--- src/shared/acs_pkg.sv ---
// constants, field layouts and types of the converter control block
// assumes an apb master with 32-bit data and one word per register
// Function
// done flag set per conversion; continuous: first only
// write control or read result clears flag
// irq at each end, dropped on read/write
// continuous mode repeats; otherwise exactly one conversion
// reset clears flag, irq enable, repeat bit
// channel codes pick port b and port d
// codes 0f-1a, 1c unused; 1b reserved
// codes 1d/1e select high/low reference node
// all-ones channel powers converter off
// software waits one conversion after power-up
// eight-bit result loaded at each completion
// divider field: 1,2,4,8, top bit sixteen
// software targets about one megahertz converter clock
// source bit: one bus clock, zero crystal
// slow crystal: software picks bus clock
// clock settings unchanged during a conversion
// control write starts a new conversion
// conversion takes 16 to 17 converter clocks
// continuous result overwrites unread result
// high reference gives ff, low gives 00
package acs_pkg;
  // ==========================================================
  // register map
  localparam logic [11:0] OFS_STATUS_CONTROL = 12'h000;
  localparam logic [11:0] OFS_RESULT = 12'h004;
  localparam logic [11:0] OFS_CLOCK_SELECT = 12'h008;
  // ==========================================================
  // status/control fields
  localparam int BIT_DONE = 7;
  localparam int BIT_IRQ_EN = 6;
  localparam int BIT_REPEAT = 5;
  localparam int CH_LSB = 0;
  localparam int CH_W = 5;
  // ==========================================================
  // clock select fields
  localparam int DIV_LSB = 5;
  localparam int DIV_W = 3;
  localparam int BIT_SRC = 4;
  // ==========================================================
  // reset values
  localparam logic [7:0] RST_STATUS_CONTROL = 8'h1f;
  localparam logic [7:0] RST_CLOCK_SELECT = 8'h00;
  localparam logic [7:0] RST_RESULT = 8'h00;
  // ==========================================================
  // channel codes
  localparam logic [4:0] CH_PORTD_LAST = 5'h0e;
  localparam logic [4:0] CH_RESERVED = 5'h1b;
  localparam logic [4:0] CH_REF_HIGH = 5'h1d;
  localparam logic [4:0] CH_REF_LOW = 5'h1e;
  localparam logic [4:0] CH_POWER_OFF = 5'h1f;
  localparam logic [7:0] RESULT_FULL = 8'hff;
  localparam logic [7:0] RESULT_ZERO = 8'h00;
  // ==========================================================
  // timing: successive approximation steps per conversion
  localparam logic [4:0] CONV_CLOCKS = 5'd16;
  localparam int DIV_CNT_W = 4;

  typedef enum logic [1:0] {
    ACS_IDLE,
    ACS_SYNC,
    ACS_CONVERT
  } acs_state_t;
endpackage : acs_pkg
--- src/shared/acs_clk_if.sv ---
// carries the converter clock tick between prescaler and controller
// assumes both ends run on pclk
`timescale 1ns/1ps
interface acs_clk_if;
  logic src_bus;
  logic [2:0] div_sel;
  logic xtal_tick;
  logic run;
  logic adc_tick;
  modport ctrl (output src_bus, output div_sel, output xtal_tick,
                output run, input adc_tick);
  modport presc (input src_bus, input div_sel, input xtal_tick,
                 input run, output adc_tick);
endinterface : acs_clk_if

--- src/hdl/acs_prescaler.sv ---
// converter clock prescaler: source select and power-of-two divider
// assumes xtal_tick is a one-cycle pulse synchronous to pclk
`timescale 1ns/1ps
module acs_prescaler (
  input wire logic pclk,
  input wire logic presetn,
  acs_clk_if.presc ck
);
  // ==========================================================
  // divide ratio decode
  function automatic logic [3:0] div_mask(input logic [2:0] sel);
    logic [3:0] m;
    m = 4'h0;
    if (sel[2])
    begin
      m = 4'hf;
    end
    else
    begin
      case (sel[1:0])
        2'd0: m = 4'h0;
        2'd1: m = 4'h1;
        2'd2: m = 4'h3;
        default: m = 4'h7;
      endcase
    end
    return m;
  endfunction : div_mask

  logic [acs_pkg::DIV_CNT_W-1:0] cnt_q;
  logic [acs_pkg::DIV_CNT_W-1:0] cnt_d;
  logic tick_q;
  logic tick_d;
  logic src_tick;

  // ==========================================================
  // divider
  always_comb
  begin
    src_tick = ck.src_bus ? 1'b1 : ck.xtal_tick;
    cnt_d = cnt_q;
    tick_d = 1'b0;
    if (!ck.run)
    begin
      cnt_d = '0;
    end
    else if (src_tick)
    begin
      if (cnt_q >= div_mask(ck.div_sel))
      begin
        cnt_d = '0;
        tick_d = 1'b1;
      end
      else
      begin
        cnt_d = cnt_q + 4'd1;
      end
    end
  end

  always_ff @(posedge pclk or negedge presetn)
  begin
    if (!presetn)
    begin
      cnt_q <= '0;
      tick_q <= 1'b0;
    end
    else
    begin
      cnt_q <= cnt_d;
      tick_q <= tick_d;
    end
  end

  assign ck.adc_tick = tick_q;
endmodule : acs_prescaler

--- src/hdl/acs_top.sv ---
// converter control block: apb registers, sequencing, channel select
// assumes an external sar converter that answers each compare step
`timescale 1ns/1ps
module acs_top (
  input wire logic pclk,
  input wire logic presetn,
  input wire logic psel,
  input wire logic penable,
  input wire logic pwrite,
  input wire logic [11:0] paddr,
  input wire logic [31:0] pwdata,
  output logic [31:0] prdata,
  output logic pready,
  output logic pslverr,
  input wire logic xtal_tick,
  input wire logic cmp_high,
  output logic [4:0] channel_select,
  output logic [7:0] trial_code,
  output logic sample_hold,
  output logic converter_power_down,
  output logic done_irq
);
  acs_clk_if ck ();

  acs_prescaler u_presc (
    .pclk(pclk),
    .presetn(presetn),
    .ck(ck)
  );

  // ==========================================================
  // decode helpers
  function automatic logic [2:0] reg_sel(input logic [11:0] a);
    logic [2:0] s;
    s = 3'b000;
    if (a == acs_pkg::OFS_STATUS_CONTROL)
    begin
      s = 3'b001;
    end
    else if (a == acs_pkg::OFS_RESULT)
    begin
      s = 3'b010;
    end
    else if (a == acs_pkg::OFS_CLOCK_SELECT)
    begin
      s = 3'b100;
    end
    return s;
  endfunction : reg_sel

  function automatic logic is_power_off(input logic [4:0] c);
    return c == acs_pkg::CH_POWER_OFF;
  endfunction : is_power_off

  function automatic logic [7:0] trial_bit(input logic [2:0] pos);
    return 8'h80 >> pos;
  endfunction : trial_bit

  function automatic logic [7:0] forced_code(input logic [4:0] c,
                                              input logic [7:0] code);
    logic [7:0] v;
    v = code;
    if (c == acs_pkg::CH_REF_HIGH)
    begin
      v = acs_pkg::RESULT_FULL;
    end
    else if (c == acs_pkg::CH_REF_LOW)
    begin
      v = acs_pkg::RESULT_ZERO;
    end
    return v;
  endfunction : forced_code

  // ==========================================================
  // bus decode
  logic acc;
  logic wr_sc;
  logic wr_clk;
  logic rd_res;
  logic hit;
  logic [2:0] sel;

  always_comb
  begin
    acc = psel && penable;
    sel = reg_sel(paddr);
    wr_sc = 1'b0;
    wr_clk = 1'b0;
    rd_res = 1'b0;
    hit = 1'b1;
    if (sel[0])
    begin
      wr_sc = acc && pwrite;
    end
    else if (sel[1])
    begin
      rd_res = acc && !pwrite;
    end
    else if (sel[2])
    begin
      wr_clk = acc && pwrite;
    end
    else
    begin
      hit = 1'b0;
    end
  end

  assign pready = 1'b1;
  assign pslverr = acc && !hit;

  // ==========================================================
  // registers and sequencer state
  logic done_q, done_d;
  logic irq_q, irq_d;
  logic irq_en_q, irq_en_d;
  logic rep_q, rep_d;
  logic [4:0] ch_q, ch_d;
  logic [7:0] clk_q, clk_d;
  logic [7:0] res_q, res_d;
  logic [7:0] sar_q, sar_d;
  logic [4:0] step_q, step_d;
  logic first_q, first_d;
  acs_pkg::acs_state_t st_q, st_d;
  logic [31:0] rdata_d;
  logic [31:0] rdata_q;
  logic finish;
  logic [7:0] final_code;

  assign ck.src_bus = clk_q[acs_pkg::BIT_SRC];
  assign ck.div_sel = clk_q[acs_pkg::DIV_LSB +: acs_pkg::DIV_W];
  assign ck.xtal_tick = xtal_tick;
  assign ck.run = (st_q != acs_pkg::ACS_IDLE);

  // ==========================================================
  // conversion sequencer
  always_comb
  begin
    st_d = st_q;
    sar_d = sar_q;
    step_d = step_q;
    finish = 1'b0;
    case (st_q)
      acs_pkg::ACS_IDLE:
      begin
        st_d = acs_pkg::ACS_IDLE;
      end
      acs_pkg::ACS_SYNC:
      begin
        // first converter edge aligns the run: 16 or 17 clocks total
        if (ck.adc_tick)
        begin
          st_d = acs_pkg::ACS_CONVERT;
          sar_d = 8'h80;
          step_d = 5'd1;
        end
      end
      default:
      begin
        if (ck.adc_tick)
        begin
          step_d = step_q + 5'd1;
          if (step_q[0])
          begin
            // odd step samples comparator, even step sets next trial
            sar_d = cmp_high ? sar_q : (sar_q & ~trial_bit(step_q[3:1]));
          end
          else
          begin
            sar_d = sar_q | trial_bit(step_q[3:1]);
          end
          if (step_q == acs_pkg::CONV_CLOCKS - 5'd1)
          begin
            finish = 1'b1;
            step_d = '0;
            st_d = rep_q ? acs_pkg::ACS_SYNC : acs_pkg::ACS_IDLE;
          end
        end
      end
    endcase
    final_code = forced_code(ch_q, sar_d);
    if (wr_sc)
    begin
      st_d = is_power_off(pwdata[4:0]) ?
             acs_pkg::ACS_IDLE : acs_pkg::ACS_SYNC;
      step_d = '0;
    end
  end

  always_ff @(posedge pclk or negedge presetn)
  begin
    if (!presetn)
    begin
      sar_q <= 8'h00;
      step_q <= '0;
      st_q <= acs_pkg::ACS_IDLE;
    end
    else
    begin
      sar_q <= sar_d;
      step_q <= step_d;
      st_q <= st_d;
    end
  end

  // ==========================================================
  // register updates
  always_comb
  begin
    done_d = done_q;
    irq_d = irq_q;
    irq_en_d = irq_en_q;
    rep_d = rep_q;
    ch_d = ch_q;
    clk_d = clk_q;
    res_d = res_q;
    first_d = first_q;
    if (wr_sc || rd_res)
    begin
      done_d = 1'b0;
      irq_d = 1'b0;
    end
    if (wr_sc)
    begin
      irq_en_d = pwdata[acs_pkg::BIT_IRQ_EN];
      rep_d = pwdata[acs_pkg::BIT_REPEAT];
      ch_d = pwdata[acs_pkg::CH_LSB +: acs_pkg::CH_W];
      first_d = 1'b1;
    end
    if (wr_clk && st_q == acs_pkg::ACS_IDLE)
    begin
      clk_d = pwdata[7:0];
    end
    if (finish && !wr_sc)
    begin
      res_d = final_code;
      first_d = 1'b0;
      if (!irq_en_q && (first_q || !rep_q))
      begin
        done_d = 1'b1;
      end
      if (irq_en_q)
      begin
        irq_d = 1'b1;
      end
    end
  end

  // ==========================================================
  // readback mux
  always_comb
  begin
    rdata_d = 32'h0000_0000;
    if (sel[0])
    begin
      rdata_d[7:0] = {done_q | irq_q, irq_en_q, rep_q, ch_q};
    end
    else if (sel[1])
    begin
      rdata_d[7:0] = res_q;
    end
    else if (sel[2])
    begin
      rdata_d[7:0] = {clk_q[7:4], 4'h0};
    end
  end

  // ==========================================================
  // register bank
  always_ff @(posedge pclk or negedge presetn)
  begin
    if (!presetn)
    begin
      done_q <= 1'b0;
      irq_q <= 1'b0;
      irq_en_q <= 1'b0;
      rep_q <= 1'b0;
      ch_q <= acs_pkg::RST_STATUS_CONTROL[4:0];
      clk_q <= acs_pkg::RST_CLOCK_SELECT;
      res_q <= acs_pkg::RST_RESULT;
      first_q <= 1'b0;
    end
    else
    begin
      done_q <= done_d;
      irq_q <= irq_d;
      irq_en_q <= irq_en_d;
      rep_q <= rep_d;
      ch_q <= ch_d;
      clk_q <= clk_d;
      res_q <= res_d;
      first_q <= first_d;
    end
  end

  // ==========================================================
  // outputs
  assign rdata_q = rdata_d;
  assign prdata = rdata_q;
  assign channel_select = ch_q;
  assign trial_code = sar_q;
  assign sample_hold = (st_q == acs_pkg::ACS_SYNC);
  assign converter_power_down = is_power_off(ch_q);
  assign done_irq = irq_q;
endmodule : acs_top

--- config.mk ---
export PLATFORM = sky130hd
export DESIGN_NAME = acs_top
export DESIGN_NICKNAME = d
export VERILOG_FILES = /design/src/shared/acs_pkg.sv /design/src/shared/acs_clk_if.sv /design/src/hdl/acs_prescaler.sv /design/src/hdl/acs_top.sv
export SDC_FILE = /design/constraint.sdc
export NUM_CORES = 1
export LEC_CHECK = 0
export CORE_MARGIN = 4
export CORE_UTILIZATION = 52
export CTS_CLUSTER_DIAMETER = 50
export DETAILED_ROUTE_END_ITERATION = 12
export DONT_BUFFER_PORTS = 1
export PLACE_DENSITY = 0.67
export SLEW_MARGIN = 20
export SYNTH_ARGS = -nofsm -noshare
export SYNTH_HDL_FRONTEND = slang
export SYNTH_SLANG_ARGS = --single-unit
--- constraint.sdc ---
create_clock -name pclk -period 2.14 [get_ports pclk]
set_input_delay 0.214 -clock pclk [delete_from_list [all_inputs] [get_ports pclk]]
set_output_delay 0.214 -clock pclk [all_outputs]
set_load 0.05 [all_outputs]
==> qor_table.md, run 1 <==
| Group | Result | Reported |
| --- | --- | --- |
| sta | Max-slew headroom at the worst pin | 59.13% |
| clocking | Number of sinks driven by the clock tree | 42 |
| synthesis | Number of flops mapped to enable cells by yosys | 0 |
| detailed routing | DR iter-0 viols | 112 |
| placed design | Detailed placement HPWL | 4018 um |
| synthesis | Number of distinct library cells after synthesis | 54 |
| worst hold path | Startpoint of the worst hold path | pwdata[0] |
| synthesis | Synth warn | 0 |
| synthesis | Portion of netlist area occupied by mux cells | 7.050% |
| power | Comb pwr share | 24.3% |
| synthesis | Mean instance size in the synthesized netlist | 9.562 sq um |
| worst setup path | Arrival time worst endpoint | 2.20 ns |
| detailed routing | Via total after detailed routing | 1993 |
| worst setup path | Classification of the worst setup path | flop to flop |
| placed design | Weighted congestion reported at the end of routability-driven placement | 0.7997 |
| power | Ratio of total power to cell area | 713.9 nW/um^2 |
| sta | Final worst path period share | 91.78% |
| power | Post-layout power | 2.031 mW |
| synthesis | Synth top cells by count | dfrtp_1 (37), nor2_1 (30), buf_4 (26) |
| worst setup path | Critical path, cell by cell | or3_1 > ha_1 > nand2b_1 > a211oi_2 > o21ai_1 > nor3b_1 > a21o_1 |
| synthesis | Portion of the post-synthesis area used by sequential elements | 40.80% |
| global route | Number of antenna violations at the first check in global routing | 0 |
| floorplanning | Top-Level Pins | 101 |
| power | Clock share of power | 25.8% |
| clocking | Post-CTS Setup Inserts | 0 |
| synthesis | Post-synthesis async set-or-reset flop share | 100.0% |
| sta | Final-report max-slew violation count | 0 |
| global route | Wire length of the first global-routing pass | 8942 um |
| flow run | Max-capacitance violation count | 0 |
| synthesis | Ys flop type | dfrtp_1 |
| floorplanning | Core region area | 4786 sq um |
| final layout | Filler instances | 433 |
| synthesis | #FFs+latches synth | 42 |
| clocking | CTS H-Tree Depth | 2 |
| final layout | Area Overhead vs Synth | 9.802% |
| floorplanning | Die extent in x | 78.59 um |
| clocking | Clock Latency Late Sink | 0.29 ns |
| synthesis | Main combinational cell family by area after synthesis | simple AND/OR/NAND/NOR gates |
| sta | Final-report setup violation count | 0 |
| worst setup path | Data required, critical path | 2.38 ns |
| global route | Number of global-route vias before repair | 1913 |
| global route | GRT Total Usage | 18.22% |
| worst setup path | Category of the worst setup path launch point | flop |
| detailed routing | Number of DRC violations after detailed routing | 0 |
| sta | Setup ws final | 0.1759 ns |
| placed design | Cell count after placement | 351 |
| synthesis | Cell area after synthesis | 2591 sq um |
| final layout | Non-Filler Instances | 361 |
| worst hold path | Kind of path behind the tightest hold check | input pin to flop |
| floorplanning | Starting density of the core | 54.14% |
| global route | Largest net degree at the start of global routing | 43 |
| detailed routing | Antenna-violating nets left | 0 |
| worst setup path | Capturing element type of the critical path | flop |
| floorplanning | Die outline height | 78.59 um |
| detailed routing | Vias per std cell | 5.521 |
| worst setup path | Maximum fanout along the worst path | 5 |
| sta | Slew at the pin closest to its max-slew limit | 0.6131 ns |
| global route | Total grt overflow | 0 |
| sta | Peak Freq | 0.5091 GHz |
| synthesis | XOR/XNOR share of the synthesized area | 0.6760% |
| power | Internal Dissipation | 1.320 mW |
| global route | Global routing usage on met1 | 24.89% |
| global route | Most heavily used metal layer in global routing | met2 |
| clocking | Clock tree from TritonCTS | done |
| synthesis | Area fraction in and, or, nand and nor cells after synthesis | 19.89% |
| synthesis | Synth area leaders | dfrtp_1 (36%), buf_4 (7.5%), dfstp_2 (5.1%), mux2_2 (4.3%), nor2_1 (4.3%) |
| floorplanning | Die ar. | 6176 sq um |
| synthesis | Library cell with the highest instance count after synthesis | dfrtp_1 |
| detailed routing | Overall routed net length | 5380 um |
| worst setup path | Worst-case register-to-register setup slack | 0.18 ns |
| power | VDD IR max | 0.4198 mV |
| worst setup path | Highest-delay cell along the critical path | dfrtp_1 |
| clocking | Clock buffers created by TritonCTS | 5 |
| placed design | Post-Place Setup Slack | 0.06321 ns |
| global route | Met2 Track Usage GR | 28.10% |
| synthesis | Cells after synthesis | 271 |
| clocking | Clock Pin Slew Worst Setup and Hold Paths | 0.08 ns |
| detailed routing | Average wire per cell in the routed design | 14.90 um |
| global route | Met3 track demand over resource | 4.931% |
| power | Part of the power in registers | 49.9% |
| synthesis | Fraction of the mapped netlist area in compound gates | 18.01% |
| power | Switching power total | 0.7109 mW |
| worst setup path | Worst reg2reg path startpoint | clk_q[6]$_DFFE_PN0P_ |
| sta | Clock period minus final worst setup slack | 1.964 ns |
| clocking | Clock Path Buffers | 2 |
| run status | Result of the run | finished, final reports clean |
| synthesis | Largest area contributor in the netlist | dfrtp_1 |
| clocking | Clk root buf | clkbuf_8 |
| floorplanning | Number of rows created at floorplan | 25 |
| sta | Clock tree skew after final layout | 0.008096 ns |
| final layout | Number of diodes added for antenna fixing | 0 |
| power | Leakage power | 1.272 nW |
| final layout | Share of final-layout standard cells stronger than drive strength 1 | 21.09% |
| detailed routing | Number of detailed-routing iterations run before antenna repair | 4 |
| power | Switch share | 35.00% |
| final layout | Layout net count | 350 |
| sta | Final hold viol count | 0 |
| worst setup path | Delay contributed by the slowest stage of the critical path | 0.37 ns |
| synthesis | Synth top area share | 35.73% |
| worst setup path | CP startpoint | clk_q[6]$_DFFE_PN0P_ |
| placed design | IO Port Bufs | 0 |
| synthesis | Adder-cell area share of the yosys netlist | 2.897% |
| sta | Unrepaired setup endpoints after global routing | no |
## logic make-up after synthesis
kind of cell               Yosys count
buffers and inverters               42
AOI/OAI and AO/OA                   68
DFF                                 42
and+or+nand+nor                     92
adders and majority gates            6
muxes                               17
other                                2
xor gates and xnor gates             2
## metrics by stage
stage / util (%) / hold WS, ns / setup TNS (ns) / cell area [sq um]
global placement: 56.81 / -0.07976 / 0 / 2719
global route: 59.45 / 0.01057 / 0 / 2845
CTS: 59.35 / 0.009437 / 0 / 2840
floorplan: - / -0.08159 / -0.1899 / 2683
detailed placement: 56.81 / -0.07966 / 0 / 2719
finish: 59.45 / 0.02226 / 0 / 2845
## critical path, delay by kind of cell, from the launching register on
kind | cells | cell delay (ns)
adder cells (fa/ha/maj) | 1 | 0.27
AND/OR/NAND/NOR | 3 | 0.76
flip-flops | 1 | 0.37
AO/OA/AOI/OAI | 3 | 0.52
## cells in the final DEF (no fill, tap or decap), drive strengths merged, types with 2 or more instances in the layout
| cell type | n |
|---|---|
| a21boi | 9 |
| and4 | 3 |
| inv | 5 |
| dfstp | 5 |
| a22oi | 2 |
| a21o | 3 |
| buf | 28 |
| a22o | 2 |
| nor3 | 11 |
| dfrtp | 37 |
| nor4 | 2 |
| nand3 | 6 |
| nand2 | 20 |
| mux2 | 10 |
| mux2i | 7 |
| ha | 6 |
| nor2 | 30 |
| nand4b | 5 |
| a21oi | 10 |
| clkbuf | 7 |
| a211oi | 3 |
| nor2b | 2 |
| o211ai | 6 |
| nand2b | 4 |
| o21ai | 17 |
| o31ai | 10 |
| conb | 25 |
## state kept, by name, indices dropped and copies added, names as in the netlist
| signal | cells |
|---|---|
| done_q | 1 |
| step_q | 5 |
| clk_q | 4 |
| u_presc.cnt_q | 4 |
| st_q | 2 |
| channel_select | 5 |
| res_q | 8 |
| u_presc.ck.adc_tick | 1 |
| trial_code | 8 |
| first_q | 1 |
| irq_en_q | 1 |
| done_irq | 1 |
| rep_q | 1 |
## layer usage
metal  vias up  wire [um]
li1        971          -
met2        79       2452
met4         0         70
met1       937       2419
met3         6        438
met5         -          0
## final timing paths
kind / to / cells after the start
setup reg to reg: u_presc.cnt_q[2]$_DFFE_PN0P_ / 7
max in group asynchronous: channel_select[3]$_DFFE_PN1P_ / 2
hold / removal: st_q[0]$_DFFE_PN0P_ / 1
hold reg to reg: first_q$_DFFE_PN0P_ / 1
min in group asynchronous: u_presc.cnt_q[0]$_DFFE_PN0P_ / 2
setup / recovery: u_presc.cnt_q[2]$_DFFE_PN0P_ / 7
## layout make-up
cell class | count | area, sq um | share of cell area, %
multi-input cells | 210 | 1361 | 47.85
flip-flops and latches | 42 | 1057 | 37.16
repair buffers | 29 | 232.7 | 8.179
clock buffers | 7 | 86.33 | 3.034
well taps | 67 | 83.83 | 2.946
inverters | 5 | 18.77 | 0.6596
clock inverters | 1 | 5.005 | 0.1759
## power by group through the flow
stage          combinational (mW)  sequential, mW  clock (mW)
2_1_floorplan               0.440            1.00           0
3_3_place_gp                0.456            1.02           0
3_5_place_dp                0.472            1.02           0
4_1_cts                     0.491            1.01       0.546
5_1_grt                     0.550            1.03       0.584
6_report                    0.494            1.01       0.525
## what timing repair did
action / 4_1_cts / 5_1_grt
endpoints found under the hold margin: 42 / 0
hold buffers: 2 / 0
endpoints found under the setup margin: 0 / 2
gates resized for setup: 0 / 2
Power figures use the tool's default switching activity.
==> run 2: changes to the inputs <==
CORE_UTILIZATION = 55   (was 52)
PLACE_DENSITY = 0.7   (was 0.67)
==> run 2 against run 1 <==
  * Count of clock-buffer cells in the layout decreased by 1
  * Non-clock buffer count increased by 2
  * Wire length increased by 1.2%
  * Sequential power about the same
  * Critical path type unchanged
  * Largest cell class unchanged
==> qor_table.md, run 2 (synthesis gave the netlist of run 1 again) <==
| Group | Result | Reported |
| --- | --- | --- |
| run status | Result of the run | finished, final reports clean |
| final layout | Number of diodes added for antenna fixing | 0 |
| floorplanning | Number of rows created at floorplan | 24 |
| sta | Worst hold margin | 0.02087 ns |
| sta | Final-report setup violation count | 0 |
| clocking | Clk root buf | clkbuf_8 |
| worst setup path | Delay contributed by the slowest stage of the critical path | 0.38 ns |
| worst setup path | Maximum fanout along the worst path | 5 |
| power | Comb pwr share | 21.9% |
| sta | Unrepaired setup endpoints after global routing | no |
| worst setup path | Worst reg2reg path startpoint | clk_q[6]$_DFFE_PN0P_ |
| final layout | Layout net count | 352 |
| final layout | Area Overhead vs Synth | 11.64% |
| clocking | Number of sinks driven by the clock tree | 42 |
| final layout | Final design instance area without fill | 2893 sq um |
| floorplanning | Die ar. | 5874 sq um |
| clocking | Clock tree from TritonCTS | done |
| worst hold path | Worst hold stages | 1 |
| floorplanning | Starting density of the core | 58.31% |
| worst hold path | Kind of path behind the tightest hold check | input pin to flop |
| final layout | Most frequent cells in the layout | dfrtp_1 (37), nor2_1 (30), buf_4 (29) |
| placed design | Detailed placement HPWL | 4077 um |
| worst setup path | Category of the worst setup path launch point | flop |
| global route | Number of global-route vias before repair | 1864 |
| detailed routing | Antenna-violating nets left | 0 |
| worst hold path | Terminating pin of the worst hold path | st_q[0]$_DFFE_PN0P_ |
| clocking | Post-CTS Setup Inserts | 0 |
| placed design | Weighted congestion reported at the end of routability-driven placement | 0.8509 |
| detailed routing | Via total after detailed routing | 1998 |
| final layout | Non-Filler Instances | 348 |
| detailed routing | Number of detailed-routing iterations run before antenna repair | 4 |
| clocking | Clock Path Buffers | 2 |
| global route | Number of antenna violations at the first check in global routing | 0 |
| worst setup path | Classification of the worst setup path | flop to flop |
| worst setup path | Family with the most delay on the worst path | simple AND/OR/NAND/NOR gates |
| placed design | Cell count after placement | 338 |
| final layout | Share of final-layout standard cells stronger than drive strength 1 | 21.96% |
| flow run | Max-capacitance violation count | 0 |
| power | Internal Dissipation | 1.560 mW |
| floorplanning | Die extent in x | 76.64 um |
| placed design | Post-place instance area | 2715 sq um |
| detailed routing | Number of DRC violations after detailed routing | 0 |
| sta | Setup ws final | 0.1759 ns |
| sta | Slew at the pin closest to its max-slew limit | 0.6090 ns |
| sta | Final worst path period share | 91.78% |
| sta | Final-report max-slew violation count | 0 |
| detailed routing | Overall routed net length | 5447 um |
| power | VDD IR max | 0.4970 mV |
| detailed routing | Vias per std cell | 5.741 |
| power | Switching power total | 0.7321 mW |
| detailed routing | Amount of wire on met2 after detailed routing | 2451 um |
| power | Leakage power | 1.306 nW |
| global route | Total grt overflow | 0 |
| global route | Wire length of the first global-routing pass | 9218 um |
| worst setup path | Highest-delay cell along the critical path | dfrtp_1 |
| worst hold path | Startpoint of the worst hold path | pwdata[0] |
| detailed routing | DR iter-0 viols | 104 |
| placed design | IO Port Bufs | 0 |
| clocking | Clock Latency Late Sink | 0.30 ns |
| worst setup path | Terminus of the critical flop-to-flop path | u_presc.cnt_q[2]$_DFFE_PN0P_ |
| worst setup path | Worst Path Buf+Inv | 0 |
| detailed routing | Max Used Layer | met4 |
| floorplanning | Top-Level Pins | 101 |
| clocking | Clock buffers created by TritonCTS | 5 |
| worst setup path | Capturing element type of the critical path | flop |
| sta | Clock tree skew after final layout | 0.007943 ns |
| clocking | Clock Pin Slew Worst Setup and Hold Paths | 0.08 ns |
| worst setup path | Data required, critical path | 2.38 ns |
| worst setup path | Critical path, cell by cell | or3_1 > ha_1 > nand2b_1 > a211oi_2 > o21ai_1 > nor3b_1 > a21o_1 |
| power | Part of the power in registers | 44.1% |
| placed design | Post-Place Setup Slack | 0.06281 ns |
| detailed routing | Wire length on met3 | 446 um |
| detailed routing | Routed met1 length | 2505 um |
| final layout | Commonest non-fill, non-tap cell in the layout | dfrtp_1 |
| power | Ratio of total power to cell area | 792.3 nW/um^2 |
| sta | Max-slew headroom at the worst pin | 59.40% |
| sta | Clock period minus final worst setup slack | 1.964 ns |
| detailed routing | Average wire per cell in the routed design | 15.65 um |
| power | Switch share | 31.94% |
| sta | Final hold viol count | 0 |
| clocking | CTS H-Tree Depth | 2 |
| worst setup path | Arrival time worst endpoint | 2.20 ns |
| floorplanning | Core region area | 4444 sq um |
| global route | Largest net degree at the start of global routing | 43 |
| floorplanning | Die outline height | 76.64 um |
| sta | Peak Freq | 0.5091 GHz |
| sta | Accumulated negative setup slack | 0 ns |
| worst setup path | Worst reg-to-reg path cell count | 7 |
| power | Clock share of power | 34.0% |
| global route | GRT Total Usage | 19.20% |
| worst setup path | Worst-case register-to-register setup slack | 0.18 ns |
[run 2: cell count changes in the layout (fill, tap and decap cells not counted)]
cell,delta
buf_4,+2
bufinv_16,+2
clkbuf_1,-1
clkinv_2,-1
[run 2: final cells by class]
cell class / count / area (sq um)
clock buffer: 6 / 82.58
clock inverter: 2 / 60.06
fill: 345 / 1551
inverter: 5 / 18.77
multi-input combinational: 210 / 1361
sequential: 42 / 1057
tap: 52 / 65.06
timing repair buffer: 31 / 247.7
[run 2: power by group through the flow]
stage | Sequential [mW] | Clock (mW) | Combinational, mW
floorplan | 1.00 | 0 | 0.440
global placement | 1.02 | 0 | 0.459
detailed placement | 1.02 | 0 | 0.471
CTS | 1.01 | 0.794 | 0.493
global route | 1.03 | 0.825 | 0.557
finish | 1.01 | 0.779 | 0.502
[run 2: stage by stage]
step	power [mW]	util, %
after floorplan	1.443	-
after global placement	1.478	61.09
after detailed placement	1.491	61.09
after CTS	2.294	64.98
after global routing	2.412	65.09
final	2.292	65.09
[run 2: timing repair]
| action | 4_1_cts | 5_1_grt |
|---|---|---|
| hold buffers | 2 | 0 |
| endpoints found under the hold margin | 42 | 0 |
| setup endpoints to repair | 0 | 1 |
| gates resized for setup | 0 | 2 |
[run 2: worst register-to-register path, cell delays in order, from the launching register on]
cell	delay (ns)
dfrtp_1	0.38
or3_1	0.38
ha_1	0.27
nand2b_1	0.15
a211oi_2	0.25
o21ai_1	0.16
nor3b_1	0.22
a21o_1	0.10
[run 2: worst max-delay path by stage]
stage / from / end / slack, ns / depth (start not counted)
6_report: clk_q[6]$_DFFE_PN0P_ / u_presc.cnt_q[2]$_DFFE_PN0P_ / 0.18 / 7
3_3_place_gp: clk_q[7]$_DFFE_PN0P_ / u_presc.cnt_q[2]$_DFFE_PN0P_ / 0.07 / 7
3_5_place_dp: clk_q[6]$_DFFE_PN0P_ / u_presc.cnt_q[2]$_DFFE_PN0P_ / 0.06 / 7
5_1_grt: clk_q[6]$_DFFE_PN0P_ / u_presc.cnt_q[2]$_DFFE_PN0P_ / 0.05 / 7
2_1_floorplan: paddr[7] / prdata[0] / -0.06 / 4
4_1_cts: clk_q[6]$_DFFE_PN0P_ / u_presc.cnt_q[2]$_DFFE_PN0P_ / 0.04 / 7
[run 2: metal layers]
layer  vias up  global-route usage (%)
li1        975                       -
met5         -                       0
met2        73                   30.40
met3         4                   5.201
met1       946                   26.28
met4         0                   4.348
==> run 3: changes to the inputs <==
GPL_TIMING_DRIVEN = 0   (was default)
==> run 3 against run 2 <==
  * Sequential power about the same
  * Maximum frequency down 4.8%
  * Worst setup slack worse by 0.098 ns
  * Largest power group unchanged
==> qor_table.md, run 3 (synthesis gave the netlist of run 1 again) <==
| Group | Result | Reported |
| --- | --- | --- |
| worst setup path | Maximum fanout along the worst path | 5 |
| global route | Total grt overflow | 0 |
| worst hold path | Kind of path behind the tightest hold check | input pin to flop |
| floorplanning | Die extent in x | 76.64 um |
| worst setup path | CP startpoint | channel_select[3]$_DFFE_PN1P_ |
| detailed routing | Number of detailed-routing iterations run before antenna repair | 4 |
| detailed routing | Antenna-violating nets left | 0 |
| detailed routing | Number of DRC violations after detailed routing | 0 |
| global route | GRT Total Usage | 19.98% |
| worst setup path | Category of the worst setup path launch point | flop |
| sta | Setup ws final | 0.07764 ns |
| sta | Accumulated negative setup slack | 0 ns |
| worst setup path | Data required, critical path | 1.93 ns |
| detailed routing | Vias per std cell | 5.614 |
| worst setup path | Arrival time worst endpoint | 1.85 ns |
| run status | Result of the run | finished, final reports clean |
| final layout | Finished Core Util | 65.91% |
| final layout | Share of final-layout standard cells stronger than drive strength 1 | 25.74% |
| detailed routing | Average wire per cell in the routed design | 16.02 um |
| clocking | Clock buffers created by TritonCTS | 5 |
| final layout | Most frequent cells in the layout | dfrtp_1 (37), nor2_1 (28), buf_4 (26) |
| worst setup path | Classification of the worst setup path | flop to primary output |
| floorplanning | Core region area | 4444 sq um |
| power | VDD IR max | 0.3821 mV |
| clocking | Clock Path Buffers | 2 |
| detailed routing | Via total after detailed routing | 1993 |
| final layout | Commonest non-fill, non-tap cell in the layout | dfrtp_1 |
| worst setup path | Endpoint of the most critical setup path | prdata[3] |
| detailed routing | Overall routed net length | 5688 um |
| sta | Clock period minus final worst setup slack | 2.062 ns |
| final layout | Number of diodes added for antenna fixing | 0 |
| sta | Slew at the pin closest to its max-slew limit | 0.8912 ns |
| clocking | Clk root buf | clkbuf_8 |
| placed design | Weighted congestion reported at the end of routability-driven placement | 0.8008 |
| clocking | CTS H-Tree Depth | 2 |
| sta | Final worst path period share | 96.37% |
| floorplanning | Die ar. | 5874 sq um |
| floorplanning | Number of rows created at floorplan | 24 |
| detailed routing | DR iter-0 viols | 175 |
| clocking | Clock tree from TritonCTS | done |
| clocking | Clock Pin Slew Worst Setup and Hold Paths | 0.08 ns |
| final layout | Non-Filler Instances | 355 |
| placed design | Cell count after placement | 346 |
| global route | Largest net degree at the start of global routing | 43 |
| sta | Clock tree skew after final layout | 0.005278 ns |
| placed design | Detailed placement HPWL | 4238 um |
| placed design | IO Port Bufs | 0 |
| worst setup path | Worst reg2reg path startpoint | clk_q[6]$_DFFE_PN0P_ |
| floorplanning | Starting density of the core | 58.31% |
| power | Leakage power | 1.327 nW |
| worst setup path | Worst reg-to-reg path cell count | 7 |
| worst hold path | Startpoint of the worst hold path | pwdata[0] |
| sta | Final-report setup violation count | 0 |
| sta | Final-report max-slew violation count | 0 |
| final layout | Area Overhead vs Synth | 13.04% |
| power | Ratio of total power to cell area | 744.3 nW/um^2 |
| clocking | Number of sinks driven by the clock tree | 42 |
| sta | Peak Freq | 0.4849 GHz |
| worst setup path | Terminus of the critical flop-to-flop path | u_presc.cnt_q[2]$_DFFE_PN0P_ |
| worst setup path | Capturing element type of the critical path | primary output |
| floorplanning | Die outline height | 76.64 um |
| placed design | Post-Place Setup Slack | 0.03792 ns |
| global route | Number of global-route vias before repair | 1905 |
| final layout | Layout net count | 359 |
| clocking | Post-CTS Setup Inserts | 0 |
| floorplanning | Top-Level Pins | 101 |
| sta | Max-slew headroom at the worst pin | 40.37% |
| global route | Wire length of the first global-routing pass | 9473 um |
| sta | Final hold viol count | 0 |
| global route | Number of antenna violations at the first check in global routing | 0 |
| worst setup path | Worst-case register-to-register setup slack | 0.12 ns |
| clocking | Clock Latency Late Sink | 0.30 ns |
| sta | Worst hold margin | 0.02916 ns |
| flow run | Max-capacitance violation count | 0 |
[run 3: changes by cell type in the layout (fill, tap and decap cells not counted), sizes merged]
cell / before / now
buf: 30 / 35
clkbuf: 6 / 7
bufinv: 2 / 1
clkinv: 0 / 2
[run 3: how the worst min path moves through the flow]
stage | end | cells after the start
floorplan | clk_q[4]$_DFFE_PN0P_ | 0
global placement | u_presc.cnt_q[1]$_DFFE_PN0P_ | 0
detailed placement | u_presc.cnt_q[1]$_DFFE_PN0P_ | 0
CTS | st_q[0]$_DFFE_PN0P_ | 1
global route | st_q[0]$_DFFE_PN0P_ | 1
finish | st_q[0]$_DFFE_PN0P_ | 1
[run 3: area by class of cell]
| class | count | area [sq um] |
|---|---|---|
| flip-flops and latches | 42 | 1057 |
| fillers | 367 | 1515 |
| well taps | 52 | 65.06 |
| multi-input cells | 210 | 1395 |
| clock buffers | 5 | 68.82 |
| inverters | 5 | 18.77 |
| repair buffers | 2 | 30.03 |
| plain buffers | 36 | 254.0 |
| clock inverters | 3 | 40.04 |
[run 3: worst max-delay path: stages (launching register included)]
cell and delay, ns:
dfstp_2 0.73, mux2i_1 0.14, nor3_2 0.69
[run 3: metal layers]
layer,vias up,wire length [um],global-route usage (%)
met5,-,0,0
met2,82,2530,29.53
met3,7,480,5.910
met1,924,2605,28.01
met4,0,72,6.522
li1,980,-,-
[run 3: metrics by stage]
step	instance area [sq um]	power [mW]
3_5_place_dp	2763	1.532
5_1_grt	2929	2.310
2_1_floorplan	2683	1.443
6_report	2929	2.180
4_1_cts	2914	2.173
3_3_place_gp	2748	1.519
[run 3: power by group]
| part | internal, mW | switching [mW] | total (mW) |
|---|---|---|---|
| logic | 0.201 | 0.344 | 0.545 |
| registers | 0.886 | 0.129 | 1.02 |
| clock network | 0.343 | 0.276 | 0.620 |
| total | 1.43 | 0.749 | 2.18 |
[run 3: repair_timing]
action | in CTS | in global routing
endpoints found under the hold margin | 42 | 0
pin swaps | 0 | 1
hold buffers | 2 | 0
setup endpoints to repair | 4 | 7
gates resized for setup | 4 | 11
